## config.mk

```make
export PLATFORM = sky130hd
export DESIGN_NAME = power_mode_wake_controller
export DESIGN_NICKNAME = d
export VERILOG_FILES = /design/src/core/power_mode_wake_pkg.sv /design/src/core/ret_reg_store.sv /design/src/core/power_mode_wake_controller.sv
export SDC_FILE = /design/constraint.sdc
export NUM_CORES = 2
export LEC_CHECK = 0
export ABC_AREA = 1
export BUFFER_PORTS_ARGS = -buffer_cell sky130_fd_sc_hd__buf_2
export CAP_MARGIN = 20
export CORE_UTILIZATION = 45
export CTS_BUF_LIST = sky130_fd_sc_hd__clkbuf_4
export CTS_CLUSTER_DIAMETER = 30
export DETAILED_ROUTE_END_ITERATION = 12
export MAX_ROUTING_LAYER = met4
export PLACE_DENSITY = 0.7
export SYNTH_ARGS = -nofsm -noshare
export SYNTH_HDL_FRONTEND = slang
export SYNTH_SLANG_ARGS = --single-unit
```

## constraint.sdc

```tcl
create_clock -name core_clk -period 6.8 [get_ports core_clk]
set_clock_uncertainty 0.05 [all_clocks]
set_input_delay 0.68 -clock core_clk [delete_from_list [all_inputs] [get_ports core_clk]]
set_output_delay 0.68 -clock core_clk [all_outputs]
set_load 0.01 [all_outputs]
```

## src/core/power_mode_wake_pkg.sv

```systemverilog
/*
 Constants and types shared by the power mode and wake controller
 and its retention register store.
 Assumes a 20 MHz always-on core clock.
*/
package power_mode_wake_pkg;

   ////////////////////////////////////////////////////////////////////
   // Power modes
   typedef enum logic [1:0] {MODE_ACTIVE, MODE_SLEEP, MODE_DEEP} mode_t;

   ////////////////////////////////////////////////////////////////////
   // Supply domain bit positions
   localparam int DOM_N       = 14;
   localparam int D_MCU       = 0;
   localparam int D_NORM_RAM  = 1;  // Normal, exchange, cache, CAN RAM
   localparam int D_FLASH     = 2;
   localparam int D_PERIPH    = 3;
   localparam int D_IO_CTRL   = 4;
   localparam int D_SENSOR    = 5;
   localparam int D_RADIO     = 6;
   localparam int D_HF_CLK    = 7;  // Fast crystal and fast RC
   localparam int D_RET_RAM   = 8;
   localparam int D_LP_TIMER  = 9;
   localparam int D_XTAL_32K  = 10;
   localparam int D_RET_REG   = 11;
   localparam int D_WAKE_RF   = 12;
   localparam int D_LF_RC     = 13;

   // Domain masks per mode
   localparam logic [DOM_N-1:0] ACTIVE_MASK = 14'h3fff;
   localparam logic [DOM_N-1:0] SLEEP_MASK  = 14'h3f00;
   localparam logic [DOM_N-1:0] DEEP_MASK   = 14'h3800;

   ////////////////////////////////////////////////////////////////////
   // Retention registers: 128 bytes as 32 words
   localparam int RET_BYTES = 128;
   localparam int RET_DW    = 32;
   localparam int RET_AW    = 5;

   // Wake timers
   localparam int RTC_N = 4;
   localparam int RTC_W = 16;

   // Oscillator selections and reset values
   localparam logic [1:0] LF_SEL_1K   = 2'h0;
   localparam logic [1:0] LF_SEL_4K   = 2'h1;
   localparam logic [1:0] LF_SEL_32K  = 2'h2;
   localparam logic [1:0] LF_SEL_64K  = 2'h3;
   localparam logic [1:0] HF_SEL_2M   = 2'h0;
   localparam logic [1:0] HF_SEL_4M   = 2'h1;
   localparam logic [1:0] HF_SEL_16M  = 2'h2;
   localparam logic [1:0] LF_SEL_RST  = LF_SEL_32K;
   localparam logic [1:0] HF_SEL_RST  = HF_SEL_16M;

   ////////////////////////////////////////////////////////////////////
   // Timing
   localparam int CLK_PERIOD_NS    = 50;
   localparam int SUPPLY_SETTLE_NS = 20000;
   localparam int HF_START_NS      = 6800;
   localparam int SUPPLY_SETTLE_CYC =
      (SUPPLY_SETTLE_NS + CLK_PERIOD_NS - 1) / CLK_PERIOD_NS;
   localparam int HF_START_CYC =
      (HF_START_NS + CLK_PERIOD_NS - 1) / CLK_PERIOD_NS;
   localparam int WAIT_W = 12;

endpackage : power_mode_wake_pkg

```

## src/core/ret_reg_store.sv

```systemverilog
/*
 Retention register store: words with a registered read port and a
 one-cycle clear of all contents.
 Assumes it sits in the always-on domain on the core clock.
*/
`timescale 1ns/1ns
module ret_reg_store
   import power_mode_wake_pkg::*;
#(
   parameter int AW = RET_AW,
   parameter int DW = RET_DW
) (
   input  wire logic          core_clk,
   input  wire logic          nrst,
   input  wire logic          clk_en,
   input  wire logic          clear,
   input  wire logic          wr_en,
   input  wire logic [AW-1:0] addr,
   input  wire logic [DW-1:0] wdata,
   output logic      [DW-1:0] rdata
);

   typedef struct packed {
      logic [(2**AW)-1:0][DW-1:0] words;
      logic [DW-1:0]              rdata;
   } store_t;

   store_t st;
   store_t next_st;

   ////////////////////////////////////////////////////////////////////
   // Write, clear and registered read
   always_comb begin
      next_st = st;
      if (clear) begin
         next_st.words = '0;
         next_st.rdata = '0;
      end else begin
         if (wr_en) begin
            next_st.words[addr] = wdata;
         end
         next_st.rdata = st.words[addr];
      end
   end

   always_ff @(posedge core_clk) begin
      if (!nrst) begin
         st <= '0;
      end else if (clk_en) begin
         st <= next_st;
      end
   end

   assign rdata = st.rdata;

endmodule : ret_reg_store

```

## src/core/power_mode_wake_controller.sv

```systemverilog
/*
 Power mode and wake controller: sequences supplies, clocks, resets
 and pad retention between Active, Sleep and Deep Sleep.
 Assumes core_clk is always on and that request inputs come from
 logic on core_clk; pad inputs are asynchronous.
*/
// Overview of operation
// (RL1) Exactly one of Active, Sleep, Deep Sleep is selected.
// (RL2) Active mode keeps every supply domain switched on.
// (RL3) Sleep powers only radio-link keeping domains; others off.
// (RL4) Deep Sleep powers only periodic wake logic and always-on domain.
// (RL5) Mode changes switch the DC-DC converter and LDO enables.
// (RL6) Clocks, resets and pad retention are coordinated with mode.
// (RL7) 128 bytes of retention registers stay powered in all modes.
// (RL8) Retention RAM powered in Sleep, off in Deep Sleep.
// (RL9) Retained modules only hold data outside Active mode.
// (RL10) Both low modes power down processor, memories, radio, fast clocks.
// (RL11) Radio low-power timer wakes from Sleep; unpowered in Deep Sleep.
// (RL12) Slow crystal runs in Active and Sleep, off in Deep Sleep.
// (RL13) Wake receiver powered always; its wake accepted in Sleep.
// (RL14) Four timers wake from either low mode or act as watchdog.
// (RL15) Watchdog expiry gives interrupt or chip reset as configured.
// (RL16) Watchdog timers keep counting in every mode.
// (RL17) Reset pad resets chip to Active and loses retained data.
// (RL18) Slow RC selectable 1/4/32/64 kHz, always running.
// (RL19) Fast RC selectable 2/4/16 MHz.
// (RL20) Wake pads wake both modes; supplies, clocks restored first.
`timescale 1ns/1ns
module power_mode_wake_controller
   import power_mode_wake_pkg::*;
#(
   parameter int SETTLE_CYC = SUPPLY_SETTLE_CYC,
   parameter int CLK_START_CYC = HF_START_CYC
) (
   input  wire logic                   core_clk,
   input  wire logic                   nrst,
   input  wire logic                   clk_en,
   input  wire logic                   reset_pad_n,
   input  wire logic [3:0]             wake_pad,
   input  wire logic                   sleep_req,
   input  wire logic                   deep_sel,
   input  wire logic                   lp_timer_wake,
   input  wire logic                   wake_rf_hit,
   input  wire logic [RTC_N-1:0]       rtc_en,
   input  wire logic [RTC_N-1:0]       rtc_wdog,
   input  wire logic [RTC_N-1:0]       rtc_wdog_rst,
   input  wire logic [RTC_N-1:0]       rtc_kick,
   input  wire logic [RTC_N*RTC_W-1:0] rtc_period,
   input  wire logic [1:0]             lf_sel_in,
   input  wire logic [1:0]             hf_sel_in,
   input  wire logic                   ret_wr,
   input  wire logic [RET_AW-1:0]      ret_addr,
   input  wire logic [RET_DW-1:0]      ret_wdata,
   output logic      [RET_DW-1:0]      ret_rdata,
   output mode_t                       power_mode,
   output logic      [DOM_N-1:0]       ldo_en,
   output logic                        dcdc_en,
   output logic                        clk_run,
   output logic                        core_rst_n,
   output logic                        chip_rst_n,
   output logic                        pad_retain,
   output logic      [RTC_N-1:0]       rtc_irq,
   output logic      [RTC_N-1:0]       rtc_wake,
   output logic      [1:0]             lf_sel,
   output logic      [1:0]             hf_sel
);

   typedef enum logic [2:0] {
      S_ACTIVE, S_FREEZE, S_PWR_DOWN, S_LOW, S_PWR_UP, S_CLK_UP,
      S_RELEASE
   } seq_t;

   typedef struct packed {
      seq_t                        seq;
      mode_t                       mode;
      mode_t                       target;
      logic [WAIT_W-1:0]           wait_cnt;
      logic                        wake_pend;
      logic [1:0]                  rst_sync;
      logic [3:0]                  wk_s1;
      logic [3:0]                  wk_s2;
      logic [3:0]                  wk_prev;
      logic [RTC_N-1:0][RTC_W-1:0] rtc_cnt;
      logic [RTC_N-1:0]            rtc_irq;
      logic [RTC_N-1:0]            rtc_wake;
      logic [DOM_N-1:0]            dom_en;
      logic                        dcdc_en;
      logic                        clk_run;
      logic                        core_rst_n;
      logic                        chip_rst_n;
      logic                        pad_retain;
      logic [1:0]                  lf_sel;
      logic [1:0]                  hf_sel;
   } state_t;

   localparam state_t RESET_ST = '{
      seq: S_ACTIVE, mode: MODE_ACTIVE, target: MODE_ACTIVE,
      wait_cnt: '0, wake_pend: 1'b0, rst_sync: 2'h3,
      wk_s1: '0, wk_s2: '0, wk_prev: '0, rtc_cnt: '0,
      rtc_irq: '0, rtc_wake: '0, dom_en: ACTIVE_MASK,
      dcdc_en: 1'b1, clk_run: 1'b1, core_rst_n: 1'b1,
      chip_rst_n: 1'b1, pad_retain: 1'b0,
      lf_sel: LF_SEL_RST, hf_sel: HF_SEL_RST};

   localparam logic [WAIT_W-1:0] SETTLE_LAST =
      WAIT_W'(SETTLE_CYC - 1);
   localparam logic [WAIT_W-1:0] CLK_LAST =
      WAIT_W'(CLK_START_CYC - 1);

   state_t st;
   state_t next_st;

   ////////////////////////////////////////////////////////////////////
   // Wake sources accepted in a given low mode
   function automatic logic wake_hit(
      input mode_t      m,
      input logic       rtc_any,
      input logic       pad_any,
      input logic       lpt,
      input logic       rf
   );
      logic hit;
      hit = 1'b0;
      case (m)
         MODE_SLEEP: hit = rtc_any | pad_any | lpt | rf; // RL11 RL13
         MODE_DEEP:  hit = rtc_any | pad_any;            // RL14 RL20
         default:    hit = 1'b0;
      endcase
      return hit;
   endfunction : wake_hit

   ////////////////////////////////////////////////////////////////////
   // Timer expiry, pad edges and chip reset causes
   logic [RTC_N-1:0] rtc_expire;
   logic [RTC_N-1:0] rtc_event;
   logic [3:0]       pad_rise;
   logic             wdog_reset;
   logic             pad_reset;
   logic             wake_now;
   logic             ret_write_ok;

   always_comb begin
      for (int i = 0; i < RTC_N; i++) begin
         rtc_expire[i] = rtc_en[i] &&
            (st.rtc_cnt[i] == rtc_period[i*RTC_W +: RTC_W]);
      end
      rtc_event  = rtc_expire & ~rtc_wdog;                  // RL14
      wdog_reset = |(rtc_expire & rtc_wdog & rtc_wdog_rst); // RL15
      pad_rise   = st.wk_s2 & ~st.wk_prev;
      pad_reset  = !st.rst_sync[1];                         // RL17
      wake_now   = st.wake_pend ||
         wake_hit(st.target, |rtc_event, |pad_rise,
                  lp_timer_wake, wake_rf_hit);
      ret_write_ok = ret_wr && (st.seq == S_ACTIVE);        // RL9
   end

   ////////////////////////////////////////////////////////////////////
   // Next state
   always_comb begin
      next_st = st;
      // Pad synchronisers
      next_st.rst_sync = {st.rst_sync[0], reset_pad_n};
      next_st.wk_s1    = wake_pad;
      next_st.wk_s2    = st.wk_s1;
      next_st.wk_prev  = st.wk_s2;
      next_st.lf_sel   = lf_sel_in;                         // RL18
      if (hf_sel_in != 2'h3) begin
         next_st.hf_sel = hf_sel_in;                        // RL19
      end
      // Timers count in every mode, reload on expiry or kick
      for (int i = 0; i < RTC_N; i++) begin
         if (!rtc_en[i] || rtc_kick[i] || rtc_expire[i]) begin
            next_st.rtc_cnt[i] = '0;                        // RL16
         end else begin
            next_st.rtc_cnt[i] = st.rtc_cnt[i] + RTC_W'(1); // RL16
         end
      end
      next_st.rtc_irq  =
         rtc_expire & rtc_wdog & ~rtc_wdog_rst;             // RL15
      next_st.rtc_wake = '0;
      if (st.wait_cnt != '0) begin
         next_st.wait_cnt = st.wait_cnt - WAIT_W'(1);
      end
      // Mode sequence
      case (st.seq)
         S_ACTIVE: begin
            next_st.wake_pend = 1'b0;
            if (sleep_req) begin
               next_st.target = deep_sel ? MODE_DEEP : MODE_SLEEP;
               // Stop clocks, hold core, freeze pads
               next_st.clk_run    = 1'b0;                   // RL6
               next_st.core_rst_n = 1'b0;                   // RL6
               next_st.pad_retain = 1'b1;                   // RL6
               next_st.seq        = S_FREEZE;
            end
         end
         S_FREEZE: begin
            next_st.mode = st.target;                       // RL1
            if (st.target == MODE_DEEP) begin
               next_st.dom_en = DEEP_MASK;        // RL4 RL8 RL11 RL12
            end else begin
               next_st.dom_en = SLEEP_MASK;       // RL3 RL8 RL10 RL12
            end
            next_st.dcdc_en  = 1'b0;                        // RL5
            next_st.wait_cnt = SETTLE_LAST;
            next_st.seq      = S_PWR_DOWN;
         end
         S_PWR_DOWN: begin
            next_st.wake_pend = wake_now;
            if (st.wait_cnt == '0) begin
               next_st.seq = S_LOW;
            end
         end
         S_LOW: begin
            if (wake_now) begin
               next_st.rtc_wake = rtc_event;                // RL14
               next_st.dom_en   = ACTIVE_MASK;              // RL2 RL20
               next_st.dcdc_en  = 1'b1;                     // RL5
               next_st.wait_cnt = SETTLE_LAST;
               next_st.seq      = S_PWR_UP;
            end
         end
         S_PWR_UP: begin
            if (st.wait_cnt == '0) begin
               next_st.mode     = MODE_ACTIVE;              // RL1
               next_st.clk_run  = 1'b1;                     // RL20
               next_st.wait_cnt = CLK_LAST;
               next_st.seq      = S_CLK_UP;
            end
         end
         S_CLK_UP: begin
            if (st.wait_cnt == '0) begin
               next_st.seq = S_RELEASE;
            end
         end
         S_RELEASE: begin
            next_st.core_rst_n = 1'b1;                      // RL20
            next_st.pad_retain = 1'b0;                      // RL6
            next_st.target     = MODE_ACTIVE;
            next_st.seq        = S_ACTIVE;
         end
         default: begin
            next_st.seq = S_ACTIVE;
         end
      endcase
      // Chip reset overrides the sequence, synchronisers kept
      next_st.chip_rst_n = !(pad_reset || wdog_reset);      // RL15 RL17
      if (pad_reset || wdog_reset) begin
         next_st.seq        = S_ACTIVE;                     // RL17
         next_st.mode       = MODE_ACTIVE;
         next_st.target     = MODE_ACTIVE;
         next_st.dom_en     = ACTIVE_MASK;
         next_st.dcdc_en    = 1'b1;
         next_st.clk_run    = 1'b1;
         next_st.core_rst_n = 1'b1;
         next_st.pad_retain = 1'b0;
         next_st.wake_pend  = 1'b0;
         next_st.wait_cnt   = '0;
         next_st.rtc_cnt    = '0;
      end
   end

   always_ff @(posedge core_clk) begin
      if (!nrst) begin
         st <= RESET_ST;
      end else if (clk_en) begin
         st <= next_st;
      end
   end

   ////////////////////////////////////////////////////////////////////
   // Retention registers, cleared on chip reset
   ret_reg_store #(
      .AW (RET_AW),
      .DW (RET_DW)
   ) u_ret_store (
      .core_clk (core_clk),
      .nrst     (nrst),
      .clk_en   (clk_en),
      .clear    (pad_reset || wdog_reset),                  // RL17
      .wr_en    (ret_write_ok),                             // RL7 RL9
      .addr     (ret_addr),
      .wdata    (ret_wdata),
      .rdata    (ret_rdata)
   );

   // Outputs straight from state
   assign power_mode = st.mode;
   assign ldo_en     = st.dom_en;
   assign dcdc_en    = st.dcdc_en;
   assign clk_run    = st.clk_run;
   assign core_rst_n = st.core_rst_n;
   assign chip_rst_n = st.chip_rst_n;
   assign pad_retain = st.pad_retain;
   assign rtc_irq    = st.rtc_irq;
   assign rtc_wake   = st.rtc_wake;
   assign lf_sel     = st.lf_sel;
   assign hf_sel     = st.hf_sel;
endmodule : power_mode_wake_controller

```

==> impl_metrics.py <==
metrics = {
    "critical_path": {
        "cp_common_cell": "nand2_1",
        "startpoint": "st[53]$_SDFFE_PN0P_",
        "timing.rr.end": "u_ret_store.st[309]$_SDFFE_PN0P_",
        "start_kind": "flop",
        "required_ns": 7.78,
        "slowest_delay_ns": 0.77,
        "cp-endpoint": "u_ret_store.st[309]$_SDFFE_PN0P_",
        "crit_chain": "inv_1 -> nand2_1 -> nand2_1 -> nor2_1 -> nand4_1 -> dlygate4sd3_1 -> nor2_2 -> nand3_1 -> nand3_2 -> nor2_4 -> nand2_1 -> nand2_2 -> inv_2 -> buf_4 -> o21ai_4 -> buf_4 -> nand2_1 -> a21oi_1",
        "cp.depth": 18,
        "path_buf_inv": 5,
        "r2r_cells": 18,
        "cp.arrival_ns": 5.58,
        "crit_slowest_cell": "inv_2",
        "endpoint_kind": "flop",
        "cp_top_family": "buffers and inverters",
        "rr_startpoint": "st[53]$_SDFFE_PN0P_",
        "critPathKind": "flop to flop",
        "reg2reg_setup_slack_ns": 2.20,
        "worst-path-max-fanout": 20,
    },
    "final_layout": {
        "layout_commonest_cell": "nand2_1",
        "final-seq-area_um2": 23480,
        "layout_common_cells": "nand2_1, dfxtp_1, a21oi_1",
        "finalNetCount": 7372,
        "final_util_pct": 50.41,
        "syn2layout_area_growth_pct": 10.70,
        "nFillCells": 11310,
        "multi_input_area_um2": 25370,
        "drive_gt1_share_pct": 14.65,
    },
    "clock_network": {
        "clkTransAtPathRegs_ns": 0.07,
        "cts_setup_buffers": 0,
        "cts_tree": "yes",
        "cts_sinks": 1173,
        "clock_latency_ns": 1.29,
        "cts-root-buf": "clkbuf_4",
        "clock_path_buffers": 4,
        "cts_made_buffers": 344,
        "postCtsResizedCells": 0,
        "cts-hold-fix-buffers": 68,
        "h-tree-depth": 5,
    },
    "grt": {
        "grt_pass1_vias": 50880,
        "grt_pass1_wl_mm": 296.8,
        "track_usage_pct": 32.28,
        "antenna_found_initial": 9,
        "grt_max_degree": 209,
        "grt.overflow.total": 0,
    },
    "placement": {
        "gp_congestion": 0.9147,
        "hpwl_mm": 108.2,
        "pre_cts_ws_ns": 2.515,
        "io_buffers": 198,
    },
    "logic_synthesis": {
        "ys_seq_elements": 1173,
        "ys.flop_type": "dfxtp_1",
        "syn-num-nets": 7385,
        "ys_warn_count": 0,
        "yosysSeqAreaShare_pct": 44.26,
        "synth_area_um2": 53060,
        "avgSynthCellArea_um2": 7.325,
        "synth_cell_types": 49,
        "synthArstFlopShare_pct": 0,
        "synth-edff-count": 0,
        "synth_cells": 7243,
    },
    "power": {
        "p_total_mw": 16.37,
        "powerDensity_nw_per_um2": 278.8,
        "vdd_ir_drop_max_mv": 0.2091,
        "p_leak_nw": 19.83,
    },
    "sta": {
        "setup_ws_ns": 2.203,
        "fin_crit_sh_pct": 67.60,
        "hold_ws_ns": 0.04313,
        "max_freq_mhz": 217.5,
        "rsz0062_at_grt": "no",
        "setup_tns_ns": 0,
        "fin_crit_ns": 4.597,
        "setup_violations": 0,
        "slew_headroom_pct": 20.37,
        "final-hold-violation-count": 0,
        "drv_slew": 0,
        "worst_pin_slew_ns": 1.190,
    },
    "detailed_routing": {
        "vias_per_cell": 6.079,
        "vias": 54690,
        "drc": 0,
        "firstDrtPassIters": 7,
        "drt_iter0_drc": 7798,
        "wl_per_cell_um": 21.85,
        "wirelength_mm": 196.6,
        "postRouteAntennaNets": 0,
    },
    "outcome": {
        "outcome": "complete, no violations",
    },
    "floorplan": {
        "die_area_um2": 119300,
        "num_rows": 125,
        "top_level_ports": 199,
        "fp.dieW_um": 345.4,
        "fp.dieH_um": 345.4,
        "core_area_um2": 116500,
        "start_util_pct": 45.54,
    },
    "flow_run": {
        "maxCapViolCount": 0,
    },
    "min_path": {
        "min_path_type": "primary input to flop",
    },
}
metrics by stage:
step                      instance area (um^2)  instances
after floorplan                          53060       7243
final                                    58730       8996
after global routing                     58730       8994
after CTS                                58700       8984
after detailed placement                 53800       8340
after global placement                   53690       8335
Yosys cell counts, drive strengths merged, types with 4 or more instances:
master,n,share of area [%]
nand3b,22,0.31
clkbuf,459,3.2
xor2,24,0.40
nand3,974,9.2
nor2,270,1.9
o21ai,339,3.8
buf,299,4.0
or2,9,0.11
nor3,25,0.24
inv,213,1.5
nand4,87,1.0
o211ai,9,0.13
ha,8,0.19
a22oi,4,0.057
xnor2,9,0.15
nand2,1623,12
o22ai,513,6.0
dfxtp,1173,44
a21oi,1154,11
report_power, final:
part	switching (mW)	total, mW	internal (mW)
combinational	2.04	2.68	0.645
sequential	0.0844	7.06	6.97
clock	3.08	6.63	3.55
worst min-delay path by stage:
stage / startpoint / to / slack [ns] / cells after the start
after floorplan: next_st[108]$_SDFFE_PN1P_ / next_st[108]$_SDFFE_PN1P_ / 0.38 / 2
after global placement: st[96]$_SDFFE_PN0P_ / st[96]$_SDFFE_PN0P_ / 0.39 / 2
after detailed placement: u_ret_store.st[431]$_SDFFE_PN0P_ / u_ret_store.st[431]$_SDFFE_PN0P_ / 0.40 / 2
after CTS: ret_wdata[0] / u_ret_store.st[416]$_SDFFE_PN0P_ / 0.005 / 6
after global routing: rtc_wdog[3] / rtc_wake[3]$_SDFFE_PN0P_ / 0.05 / 5
final: ret_wdata[30] / u_ret_store.st[158]$_SDFFE_PN0P_ / 0.04 / 6
cell families (layout without fill, tap and decap cells):
kind of cell    after synthesis  after routing  synth area share [%]
buf+inv                     971           1188                 8.735
fa+ha+maj                     8              8                0.1887
flops                      1173           1173                 44.26
compound gates             2035           2035                 21.54
simple gates               3023           3023                 24.74
other cells                   0             12                     0
xor+xnor                     33             33                0.5448
layer usage:
metal / vias to the layer above / track usage (%) / routed length (um)
li1: 25010 / - / -
met1: 25740 / 40.53 / 77520
met2: 3353 / 48.08 / 86550
met3: 591 / 8.208 / 23250
met4: 0 / 15.82 / 9277
met5: - / - / 0
worst min-delay path, stage by stage:
cell,delay [ns]
buf_2,0.11
nand2_1,0.10
nor2_2,0.05
buf_4,0.24
nand2_1,0.10
a21oi_1,0.06
area by class of cell:
type,instances,area share (%)
Antenna cell,12,0.05113
Clock buffer,488,6.238
Clock inverter,88,0.9437
Inverter,213,1.417
Multi-Input combinational cell,5099,43.19
Sequential cell,1173,39.98
Tap cell,1524,3.247
Timing Repair Buffer,399,4.934
sequential cells by signal (all words and copies together), names as in the netlist:
| signal | flops |
|---|---|
| next_st | 9 |
| rtc_irq | 4 |
| clk_run | 1 |
| power_mode | 2 |
| u_ret_store.rdata | 32 |
| hf_sel | 2 |
| rtc_wake | 4 |
| pad_retain | 1 |
| core_rst_n | 1 |
| chip_rst_n | 1 |
| st | 87 |
| u_ret_store.st | 1024 |
| lf_sel | 2 |
| ldo_en | 3 |
Power figures use the tool's default switching activity.
